===== src/core/hml_pkg.sv =====
// Package of the homing and travel limit block.
// Holds register offsets, field positions, reset values and states.
`default_nettype none
package hml_pkg;
   // ------------------------------------------------------------
   // Register byte offsets
   // ------------------------------------------------------------
   localparam logic [7:0] A_CTRL = 8'h00;
   localparam logic [7:0] A_CFG = 8'h04;
   localparam logic [7:0] A_CMD = 8'h08;
   localparam logic [7:0] A_STAT = 8'h0C;
   localparam logic [7:0] A_LIMP = 8'h10;
   localparam logic [7:0] A_LIMN = 8'h14;
   localparam logic [7:0] A_OFS = 8'h18;
   localparam logic [7:0] A_REFP = 8'h1C;
   localparam logic [7:0] A_HSPD = 8'h20;
   localparam logic [7:0] A_HACC = 8'h24;
   localparam logic [7:0] A_T60 = 8'h28;
   localparam logic [7:0] A_T100 = 8'h2C;
   localparam logic [7:0] A_EFFP = 8'h30;
   localparam logic [7:0] A_EFFN = 8'h34;
   localparam logic [7:0] A_AOFS = 8'h38;
   localparam logic [7:0] A_HPOS = 8'h3C;
   // ------------------------------------------------------------
   // Field positions
   // ------------------------------------------------------------
   localparam int CTRL_MODE = 0;
   localparam int CTRL_END = 4;
   localparam int CTRL_SRC = 11;
   localparam int CTRL_EDGE = 14;
   localparam int CFG_PMODE = 0;
   localparam int CFG_FITTED = 2;
   localparam int CMD_START = 0;
   localparam int CMD_SETREF = 1;
   localparam int CMD_PRGRST = 2;
   localparam int CMD_CLR = 3;
   // ------------------------------------------------------------
   // Reset values and codes
   // ------------------------------------------------------------
   localparam logic [3:0] MODE_RST = 4'h0;
   localparam logic [3:0] MODE_MAX = 4'h9;
   localparam logic [6:0] END_HOME = 7'h00;
   localparam logic [6:0] END_ZERO = 7'h01;
   localparam logic [6:0] END_T60 = 7'h3D;
   localparam logic [6:0] END_T70 = 7'h47;
   localparam logic [6:0] END_T101 = 7'h65;
   localparam logic [2:0] SRC_RST = 3'h4;
   localparam logic [1:0] PM_ABS = 2'h0;
   localparam logic [1:0] PM_REL = 2'h1;
   localparam logic [1:0] PM_SAVE = 2'h2;
   // Limits in units of 0.0001: 214000.0000 and -214000.0000.
   localparam logic signed [31:0] LIM_MAX = 32'sh7F8DCF00;
   localparam logic signed [31:0] LIM_MIN = 32'sh80723100;
   localparam logic signed [31:0] ZERO32 = 32'sh00000000;
   typedef enum logic [4:0] {
      S_IDLE = 5'b00001,
      S_TOSW = 5'b00010,
      S_SEEK = 5'b00100,
      S_CROSS = 5'b01000,
      S_MARK = 5'b10000
   } hml_state_t;
endpackage
`default_nettype wire


===== src/core/hml_top.sv =====
// Homing sequencer and software travel limit supervisor, APB slave.
// Assumes synchronous inputs, positions in units of 0.0001, and an
// outer profile generator that follows the move and end outputs.
`timescale 1ns/1ps
`default_nettype none
module hml_top #(
   parameter logic signed [31:0] INT_LIMIT = 32'sh7A120000
) (
   input wire logic pclk,
   input wire logic presetn,
   input wire logic ce,
   input wire logic psel,
   input wire logic penable,
   input wire logic pwrite,
   input wire logic [7:0] paddr,
   input wire logic [31:0] pwdata,
   output logic [31:0] prdata,
   output logic pready,
   output logic pslverr,
   input wire logic signed [31:0] actual_position,
   input wire logic zero_pulse,
   input wire logic positive_travel_switch_n,
   input wire logic negative_travel_switch_n,
   input wire logic homing_switch,
   input wire logic [3:0] probe_terminal,
   input wire logic absolute_accept_input,
   input wire logic abs_feedback_sel,
   input wire logic resolver_sel,
   input wire logic param_written,
   input wire logic speed_limit_fault,
   input wire logic encoder_limit_fault,
   input wire logic resolver_fault,
   input wire logic abs_encoder_fault,
   input wire logic positioning_active,
   input wire logic prog_reset_in,
   input wire logic signed [31:0] input_target_seventy,
   output logic fault_quick_stop,
   output logic limit_fault_pos,
   output logic limit_fault_neg,
   output logic limit_warning,
   output logic travel_fault,
   output logic ref_known,
   output logic homing_busy,
   output logic move_en,
   output logic move_dir_neg,
   output logic [31:0] homing_speed_out,
   output logic [31:0] homing_accel_out,
   output logic pos_load,
   output logic signed [31:0] pos_load_value,
   output logic end_valid,
   output logic signed [31:0] end_target
);
   // ------------------------------------------------------------
   // Helpers
   // ------------------------------------------------------------
   function automatic logic signed [31:0] clamp(
      input logic signed [31:0] v,
      input logic signed [31:0] lo,
      input logic signed [31:0] hi);
      if (v > hi) begin
         return hi;
      end else if (v < lo) begin
         return lo;
      end
      return v;
   endfunction

   function automatic logic in_rng(
      input logic signed [31:0] v,
      input logic signed [31:0] lo,
      input logic signed [31:0] hi);
      return (v >= lo) && (v <= hi);
   endfunction

   // ------------------------------------------------------------
   // Registers
   // ------------------------------------------------------------
   logic [3:0] mode_reg;
   logic [6:0] end_reg;
   logic [2:0] src_reg;
   logic edge_reg;
   logic [1:0] pmode_reg;
   logic fitted_reg;
   logic signed [31:0] limp_reg;
   logic signed [31:0] limn_reg;
   logic signed [31:0] ofs_reg;
   logic signed [31:0] refp_reg;
   logic [31:0] hspd_reg;
   logic [31:0] hacc_reg;
   logic signed [31:0] t60_reg;
   logic signed [31:0] t100_reg;
   logic signed [31:0] aofs_reg;
   logic reject_reg;
   logic probe_prev_reg;
   logic dir_reg;
   hml_pkg::hml_state_t st_reg;

   logic acc, wr, rd_err;
   logic [31:0] rd_data;
   logic start, set_ref, prg_rst, clr;
   logic signed [31:0] effp, effn;
   logic signed [32:0] mpos;
   logic over_p, under_n;

   assign acc = psel & penable;
   assign wr = acc & pready & pwrite & ~pslverr;
   assign start = wr & (paddr == hml_pkg::A_CMD)
      & pwdata[hml_pkg::CMD_START];
   assign set_ref = wr & (paddr == hml_pkg::A_CMD)
      & pwdata[hml_pkg::CMD_SETREF];
   assign prg_rst = prog_reset_in | (wr & (paddr == hml_pkg::A_CMD)
      & pwdata[hml_pkg::CMD_PRGRST]);
   assign clr = wr & (paddr == hml_pkg::A_CMD)
      & pwdata[hml_pkg::CMD_CLR];

   // ------------------------------------------------------------
   // APB slave: one wait state, answer registered
   // ------------------------------------------------------------
   always_comb begin
      rd_data = 32'h00000000;
      rd_err = 1'b0;
      unique case (paddr)
         hml_pkg::A_CTRL: rd_data = {17'h00000, edge_reg, src_reg,
            end_reg, mode_reg};
         hml_pkg::A_CFG: rd_data = {29'h00000000, fitted_reg,
            pmode_reg};
         hml_pkg::A_CMD: rd_data = 32'h00000000;
         hml_pkg::A_STAT: rd_data = {25'h0000000, travel_fault,
            reject_reg, limit_warning, limit_fault_neg,
            limit_fault_pos, homing_busy, ref_known};
         hml_pkg::A_LIMP: begin
            rd_data = limp_reg;
            rd_err = pwrite & ~in_rng(pwdata, hml_pkg::ZERO32,
               hml_pkg::LIM_MAX);
         end
         hml_pkg::A_LIMN: begin
            rd_data = limn_reg;
            rd_err = pwrite & ~in_rng(pwdata, hml_pkg::LIM_MIN,
               hml_pkg::ZERO32);
         end
         hml_pkg::A_OFS: rd_data = ofs_reg;
         hml_pkg::A_REFP: rd_data = refp_reg;
         hml_pkg::A_HSPD: rd_data = hspd_reg;
         hml_pkg::A_HACC: rd_data = hacc_reg;
         hml_pkg::A_T60: rd_data = t60_reg;
         hml_pkg::A_T100: rd_data = t100_reg;
         hml_pkg::A_EFFP: rd_data = effp;
         hml_pkg::A_EFFN: rd_data = effn;
         hml_pkg::A_AOFS: rd_data = aofs_reg;
         hml_pkg::A_HPOS: rd_data = pos_load_value;
         default: rd_err = 1'b1;
      endcase
   end

   always_ff @(posedge pclk or negedge presetn) begin
      if (!presetn) begin
         pready <= 1'b0;
         pslverr <= 1'b0;
         prdata <= 32'h00000000;
      end else if (ce) begin
         if (acc & ~pready) begin
            pready <= 1'b1;
            pslverr <= rd_err;
            prdata <= pwrite ? 32'h00000000 : rd_data;
         end else begin
            pready <= 1'b0;
            pslverr <= 1'b0;
         end
      end
   end

   always_ff @(posedge pclk or negedge presetn) begin
      if (!presetn) begin
         mode_reg <= hml_pkg::MODE_RST;
         end_reg <= hml_pkg::END_HOME;
         src_reg <= hml_pkg::SRC_RST;
         edge_reg <= 1'b0;
         pmode_reg <= hml_pkg::PM_ABS;
         fitted_reg <= 1'b0;
         limp_reg <= hml_pkg::LIM_MAX;
         limn_reg <= hml_pkg::LIM_MIN;
         ofs_reg <= hml_pkg::ZERO32;
         refp_reg <= hml_pkg::ZERO32;
         hspd_reg <= 32'h00000000;
         hacc_reg <= 32'h00000000;
         t60_reg <= hml_pkg::ZERO32;
         t100_reg <= hml_pkg::ZERO32;
      end else if (ce && wr) begin
         unique case (paddr)
            hml_pkg::A_CTRL: begin
               mode_reg <= pwdata[hml_pkg::CTRL_MODE +: 4];
               end_reg <= pwdata[hml_pkg::CTRL_END +: 7];
               src_reg <= pwdata[hml_pkg::CTRL_SRC +: 3];
               edge_reg <= pwdata[hml_pkg::CTRL_EDGE];
            end
            hml_pkg::A_CFG: begin
               pmode_reg <= pwdata[hml_pkg::CFG_PMODE +: 2];
               fitted_reg <= pwdata[hml_pkg::CFG_FITTED];
            end
            hml_pkg::A_LIMP: limp_reg <= pwdata;
            hml_pkg::A_LIMN: limn_reg <= pwdata;
            hml_pkg::A_OFS: ofs_reg <= pwdata;
            hml_pkg::A_REFP: refp_reg <= pwdata;
            hml_pkg::A_HSPD: hspd_reg <= pwdata;
            hml_pkg::A_HACC: hacc_reg <= pwdata;
            hml_pkg::A_T60: t60_reg <= pwdata;
            hml_pkg::A_T100: t100_reg <= pwdata;
            default: ;
         endcase
      end
   end

   // ------------------------------------------------------------
   // Software travel limits
   // ------------------------------------------------------------
   // The entered limits stay as written; only the working copy is cut.
   assign effp = clamp(limp_reg, hml_pkg::ZERO32, INT_LIMIT);
   assign effn = clamp(limn_reg, -INT_LIMIT, hml_pkg::ZERO32);
   // Positions refer to real zero; adding the offset gives machine zero.
   assign mpos = {actual_position[31], actual_position}
      + {aofs_reg[31], aofs_reg};
   // A concatenation is unsigned, so both sides are kept signed on purpose.
   assign over_p = mpos > $signed({effp[31], effp});
   assign under_n = mpos < $signed({effn[31], effn});

   always_ff @(posedge pclk or negedge presetn) begin
      if (!presetn) begin
         limit_fault_pos <= 1'b0;
         limit_fault_neg <= 1'b0;
         fault_quick_stop <= 1'b0;
         limit_warning <= 1'b0;
      end else if (ce) begin
         limit_fault_pos <= over_p | (limit_fault_pos & ~clr);
         limit_fault_neg <= under_n | (limit_fault_neg & ~clr);
         fault_quick_stop <= over_p | under_n
            | ((limit_fault_pos | limit_fault_neg) & ~clr);
         limit_warning <= (limp_reg > INT_LIMIT)
            | (limn_reg < -INT_LIMIT);
      end
   end

   // ------------------------------------------------------------
   // Touch probe
   // ------------------------------------------------------------
   logic probe_ok, probe_lvl, probe_ev, tsw_fwd, tsw_pos, tsw_neg;
   logic uses_probe, mark_ev, start_ok, end_ok, done;
   logic signed [31:0] home_val, end_val;

   assign probe_ok = (src_reg >= 3'h1) && (src_reg <= 3'h4);
   assign probe_lvl = probe_ok
      ? probe_terminal[2'(src_reg - 3'h1)] : 1'b0;
   assign probe_ev = edge_reg ? (probe_prev_reg & ~probe_lvl)
      : (~probe_prev_reg & probe_lvl);

   always_ff @(posedge pclk or negedge presetn) begin
      if (!presetn) begin
         probe_prev_reg <= 1'b0;
      end else if (ce) begin
         probe_prev_reg <= probe_lvl;
      end
   end

   // ------------------------------------------------------------
   // Homing sequencer
   // ------------------------------------------------------------
   assign tsw_pos = ~positive_travel_switch_n;
   assign tsw_neg = ~negative_travel_switch_n;
   assign tsw_fwd = dir_reg ? tsw_neg : tsw_pos;
   assign uses_probe = mode_reg >= 4'h6;
   // Probe edges seen before the marking phase are never looked at.
   assign mark_ev = uses_probe ? probe_ev : zero_pulse;
   assign end_ok = (end_reg == hml_pkg::END_HOME)
      | (end_reg == hml_pkg::END_ZERO) | (end_reg == hml_pkg::END_T60)
      | (end_reg == hml_pkg::END_T70)
      | (end_reg == hml_pkg::END_T101);
   assign start_ok = (mode_reg <= hml_pkg::MODE_MAX) & end_ok
      & (~uses_probe | probe_ok)
      & (~(mode_reg[3:1] == 3'h1)
         | ((pmode_reg != hml_pkg::PM_REL) & fitted_reg));
   assign done = (st_reg == hml_pkg::S_MARK) & mark_ev;
   assign home_val = refp_reg + aofs_reg;

   always_comb begin
      unique case (end_reg)
         hml_pkg::END_ZERO: end_val = hml_pkg::ZERO32;
         hml_pkg::END_T60: end_val = t60_reg;
         hml_pkg::END_T70: end_val = input_target_seventy;
         hml_pkg::END_T101: end_val = t100_reg;
         default: end_val = home_val;
      endcase
   end

   always_ff @(posedge pclk or negedge presetn) begin
      if (!presetn) begin
         st_reg <= hml_pkg::S_IDLE;
         dir_reg <= 1'b0;
         reject_reg <= 1'b0;
         travel_fault <= 1'b0;
      end else if (ce) begin
         reject_reg <= (start & ~start_ok)
            | (reject_reg & ~clr);
         travel_fault <= travel_fault & ~clr;
         unique case (st_reg)
            hml_pkg::S_IDLE: begin
               if (start & start_ok) begin
                  dir_reg <= mode_reg[0];
                  if (mode_reg[3:1] == 3'h1) begin
                     st_reg <= hml_pkg::S_TOSW;
                  end else if (mode_reg[3:1] == 3'h4) begin
                     st_reg <= hml_pkg::S_MARK;
                  end else begin
                     st_reg <= hml_pkg::S_SEEK;
                  end
               end
            end
            hml_pkg::S_TOSW: begin
               // Reaching the switch here is expected, not a fault.
               if (tsw_fwd) begin
                  dir_reg <= ~dir_reg;
                  st_reg <= hml_pkg::S_SEEK;
               end
            end
            hml_pkg::S_SEEK: begin
               if (homing_switch) begin
                  if (mode_reg[3:1] == 3'h2) begin
                     dir_reg <= ~dir_reg;
                  end
                  st_reg <= hml_pkg::S_CROSS;
               end else if (tsw_fwd) begin
                  if (mode_reg[3:1] == 3'h2) begin
                     dir_reg <= ~dir_reg;
                  end else begin
                     travel_fault <= 1'b1;
                     st_reg <= hml_pkg::S_IDLE;
                  end
               end
            end
            hml_pkg::S_CROSS: begin
               if (!homing_switch) begin
                  st_reg <= hml_pkg::S_MARK;
               end else if (tsw_fwd) begin
                  travel_fault <= 1'b1;
                  st_reg <= hml_pkg::S_IDLE;
               end
            end
            hml_pkg::S_MARK: begin
               if (mark_ev) begin
                  st_reg <= hml_pkg::S_IDLE;
               end else if (tsw_fwd) begin
                  travel_fault <= 1'b1;
                  st_reg <= hml_pkg::S_IDLE;
               end
            end
            default: st_reg <= hml_pkg::S_IDLE;
         endcase
      end
   end

   // ------------------------------------------------------------
   // Motion and result outputs
   // ------------------------------------------------------------
   always_ff @(posedge pclk or negedge presetn) begin
      if (!presetn) begin
         aofs_reg <= hml_pkg::ZERO32;
         homing_busy <= 1'b0;
         move_en <= 1'b0;
         move_dir_neg <= 1'b0;
         homing_speed_out <= 32'h00000000;
         homing_accel_out <= 32'h00000000;
         pos_load <= 1'b0;
         pos_load_value <= hml_pkg::ZERO32;
         end_valid <= 1'b0;
         end_target <= hml_pkg::ZERO32;
      end else if (ce) begin
         if (start & start_ok & (st_reg == hml_pkg::S_IDLE)) begin
            aofs_reg <= ofs_reg;
         end
         homing_busy <= st_reg != hml_pkg::S_IDLE;
         move_en <= st_reg != hml_pkg::S_IDLE;
         move_dir_neg <= dir_reg;
         homing_speed_out <= hspd_reg;
         homing_accel_out <= hacc_reg;
         pos_load <= done;
         end_valid <= done;
         if (done) begin
            pos_load_value <= home_val;
            end_target <= end_val;
         end
      end
   end

   // ------------------------------------------------------------
   // Home known flag, set wins over clear
   // ------------------------------------------------------------
   logic rk_set, rk_clr;

   assign rk_set = done | set_ref | abs_feedback_sel
      | absolute_accept_input
      | (pmode_reg == hml_pkg::PM_SAVE);
   assign rk_clr = start | (wr & (paddr == hml_pkg::A_CFG))
      | param_written | speed_limit_fault | encoder_limit_fault
      | (resolver_fault & resolver_sel) | abs_encoder_fault
      | ((pmode_reg == hml_pkg::PM_REL) & prg_rst
         & positioning_active);

   always_ff @(posedge pclk or negedge presetn) begin
      if (!presetn) begin
         ref_known <= 1'b0;
      end else if (ce) begin
         ref_known <= rk_set | (ref_known & ~rk_clr);
      end
   end
endmodule // hml_top
`default_nettype wire


===== config.mk =====
export PLATFORM = sky130hd
export DESIGN_NAME = hml_top
export DESIGN_NICKNAME = d
export VERILOG_FILES = /design/src/core/hml_pkg.sv /design/src/core/hml_top.sv
export SDC_FILE = /design/constraint.sdc
export NUM_CORES = 1
export LEC_CHECK = 0
export BUFFER_PORTS_ARGS = -buffer_cell sky130_fd_sc_hd__buf_4
export CORE_MARGIN = 5
export CORE_UTILIZATION = 35
export DETAILED_ROUTE_END_ITERATION = 16
export PLACE_DENSITY_LB_ADDON = 0.1
export RECOVER_POWER = 25
export SYNTH_ARGS = -nofsm -noshare
export SYNTH_HDL_FRONTEND = slang
export SYNTH_SLANG_ARGS = --single-unit

===== constraint.sdc =====
create_clock -name pclk -period 4.3 [get_ports pclk]
set_input_delay 0.86 -clock pclk [delete_from_list [all_inputs] [get_ports pclk]]
set_output_delay 0.86 -clock pclk [all_outputs]
set_load 0.01 [all_outputs]

==> results.py <==
metrics = {
    "status": {
        "status": "finished with violations",
        "violations": "capacitance limit, slew limit, setup timing",
    },
    "logic_synthesis": {
        "yosysUniqueCellTypes": 92,
        "synth-edff-count": 0,
        "ys.flop_type": "dfrtp_1",
        "synth.avg_cell_area_um2": 10.7,
        "ys_warn_count": 0,
        "yosysSeqAreaShare_pct": 45.6,
        "synthCells": 2493,
        "synth-seq-cells": 485,
        "synth_async_sr_flop_share_pct": 100,
        "syn_area_mm2": 0.0267,
    },
    "sta": {
        "final.min_clock_period_ns": 4.36,
        "finalSetupTns_ns": -0.0550,
        "fmax_ghz": 0.230,
        "holdWs_ns": 0.486,
        "fin_skew_ns": 0.0382,
        "setup_viol": 1,
        "slew_headroom_pct": -82.0,
        "hold_viol": 0,
        "rsz0062_at_grt": "true",
        "post-route-period-util_pct": 101,
        "maxSlewViolCount": 161,
        "worst_pin_slew_ns": 2.73,
        "finalWorstSetupSlack_ns": -0.0550,
    },
    "global_route": {
        "grt_pass1_wl_mm": 163,
        "grt.total_usage_pct": 26.8,
        "grt_pass1_vias": 23300,
        "grt_max_degree": 97,
        "grt_overflow_total": 0,
        "antenna_found_initial": 7,
    },
    "setup_path": {
        "timing_worst_setup_path_type": "register to register",
        "cp.required_ns": 4.79,
        "crit_slowest_cell": "dfrtp_2",
        "path_cells": "ha_1 -> o21ai_0 -> nor2_1 -> buf_4 -> o211ai_1 -> buf_4 -> a41o_1 -> o31ai_4 -> o211a_1 -> a311o_1 -> a21oi_2 -> xnor2_1 -> ha_1 -> nand4_1 -> nor2_1 -> and3_4 -> nand3_1 -> a31o_1 -> mux2_4",
        "cpPeakStageDelay_ns": 0.48,
        "setup.worst_path.start": "aofs_reg[6]",
        "arrival_ns": 4.84,
        "startpoint_type": "register",
        "setup.worst_path.end_class": "register",
        "r2r_start": "aofs_reg[6]",
        "cp_max_fo": 3,
    },
    "power": {
        "ir_worst_vdd_uv": 226,
        "power_density_mw_per_mm2": 322,
        "cellLeakagePower_nw": 16.3,
        "power.total_w": 0.0108,
    },
    "cells_and_area": {
        "nFillCells": 7270,
        "num-nets-final": 3179,
        "final_common_cell": "buf_4",
        "utilization_pct": 44.3,
        "final_cell_mix": "buf_4, dfrtp_1, mux2_2",
        "fin_area_mm2": 0.0336,
        "drive_above_1_share_pct": 36.1,
        "area_growth_pct": 25.7,
    },
    "floorplanning": {
        "die_w_um": 286,
        "coreArea_mm2": 0.0758,
        "die_area_mm2": 0.0819,
        "fp.dieH_um": 286,
        "initial_utilization_pct": 35.2,
        "num_rows": 101,
        "io_pins": 301,
    },
    "cts": {
        "clk_latency_ns": 0.63,
        "cts.clk_slew.worst_paths_ns": 0.06,
        "hold_buffers": 0,
        "root_buffer": "clkbuf_16",
        "clock-sinks": 485,
        "cts.path.max_buffers": 3,
        "cts_made_buffers": 54,
        "cts_tree": "built",
        "htreeDepth": 2,
    },
    "placement": {
        "dpl_cell_area_mm2": 0.0313,
        "io_buffers": 300,
        "dp_hpwl_mm": 84.7,
        "gp_congestion": 0.925,
    },
    "drt": {
        "drt_wl_total_mm": 113,
        "drtAntennaViolNets": 0,
        "first_pass_iters": 9,
        "first_iter_violations": 2555,
        "drc": 0,
        "vias_per_cell": 5.82,
        "via_count": 23000,
        "wl_per_cell_um": 28.7,
    },
    "worst_hold_path": {
        "min_from": "prdata[30]",
        "worstHoldPathType": "register to register",
    },
    "job": {
        "max-cap-violations": 2,
    },
}
==> worst max-delay path, delay by kind of cell, from the launching register on <==
kind / cells / cell delay (ns)
flip-flops: 1 / 0.48
AO/OA/AOI/OAI: 8 / 1.75
multiplexers: 1 / 0.26
buffers and inverters: 2 / 0.31
adder cells (fa/ha/maj): 2 / 0.66
XOR/XNOR: 1 / 0.11
AND/OR/NAND/NOR: 5 / 0.65
==> synth_stat cells, types with 10 or more instances <==
master / number / area (um2)
dfrtp_1: 458 / 11500
mux2_2: 341 / 3840
nand2_1: 281 / 1050
ha_1: 129 / 1610
o21ai_0: 124 / 621
nor2_1: 121 / 454
a21oi_1: 103 / 515
clkbuf_1: 93 / 349
a222oi_1: 60 / 601
nand3_1: 51 / 255
a221oi_1: 49 / 429
a31oi_1: 44 / 275
a21o_1: 43 / 323
xnor2_1: 42 / 368
a22oi_1: 41 / 308
inv_1: 36 / 135
buf_1: 32 / 120
nand4_1: 32 / 200
dfstp_2: 27 / 709
mux2_1: 26 / 293
nor3_1: 22 / 110
a22o_1: 21 / 184
nand2b_1: 21 / 131
nor4_1: 21 / 131
buf_2: 20 / 100
mux2i_1: 18 / 180
nor2b_1: 18 / 113
and3_1: 15 / 93.8
xor2_1: 14 / 123
a211oi_1: 13 / 97.6
o21a_1: 13 / 97.6
and2_1: 12 / 75.1
o211ai_1: 10 / 75.1
o21ai_1: 10 / 50.1
==> kinds of logic after synthesis <==
group | after synthesis | share of synthesized area, %
AOI/OAI and AO/OA | 605 | 16.0
xor gates and xnor gates | 56 | 1.84
adders and majority gates | 131 | 6.20
buffers and inverters | 191 | 2.93
DFF | 485 | 45.6
muxes | 386 | 16.2
other | 1 | 0.0141
and+or+nand+nor | 638 | 11.2
==> worst paths after layout <==
path	endpoint	slack, ns	depth (start not counted)
worst max-delay path	limit_fault_pos	-0.06	19
worst min-delay path	prdata[30]	0.49	2
worst max register to register	limit_fault_pos	-0.06	19
max in group asynchronous	prdata[18]	0.47	2
min in group asynchronous	homing_accel_out[8]	1.05	1
worst min register to register	prdata[30]	0.49	2
==> where the power goes <==
part,total [W],switching [W],internal [W]
registers,0.00479,0.000123,0.00466
clock network,0.00499,0.00202,0.00297
logic,0.00105,0.000604,0.000442
total,0.0108,0.00274,0.00808
==> per-stage QoR <==
stage | setup slack (ns) | std cells
after floorplan | 0.00274 | 2494
after global placement | -0.748 | 3831
after detailed placement | -0.736 | 3831
after CTS | 0.0105 | 3941
after global routing | -0.228 | 3943
final | -0.0550 | 3947
==> layer usage <==
| layer | GRT usage (%) | wire (um) | vias to the layer above |
|---|---|---|---|
| met4 | 5.88 | 2670 | 2 |
| met5 | 0 | 15 | - |
| li1 | - | - | 10200 |
| met1 | 37.1 | 49100 | 11600 |
| met3 | 8.74 | 11200 | 158 |
| met2 | 41.1 | 50100 | 947 |
==> final cells by class <==
type,count,area (um2),share of cell area [%]
repair buffers,525,4020,12.0
flip-flops and latches,485,12200,36.3
inverters,36,135,0.403
clock buffers,75,1530,4.56
multi-input cells,1818,14100,42.0
well taps,978,1220,3.65
clock inverters,26,364,1.08
diodes,4,10.0,0.0298
==> what timing repair did <==
item	4_1_cts	5_1_grt
resized for setup	28	39
hold endpoints to repair	0	0
setup endpoints to repair	3	3
pin swaps	20	32
buffers inserted	10	4
Note: power is estimated with default switching activity, not from simulation.
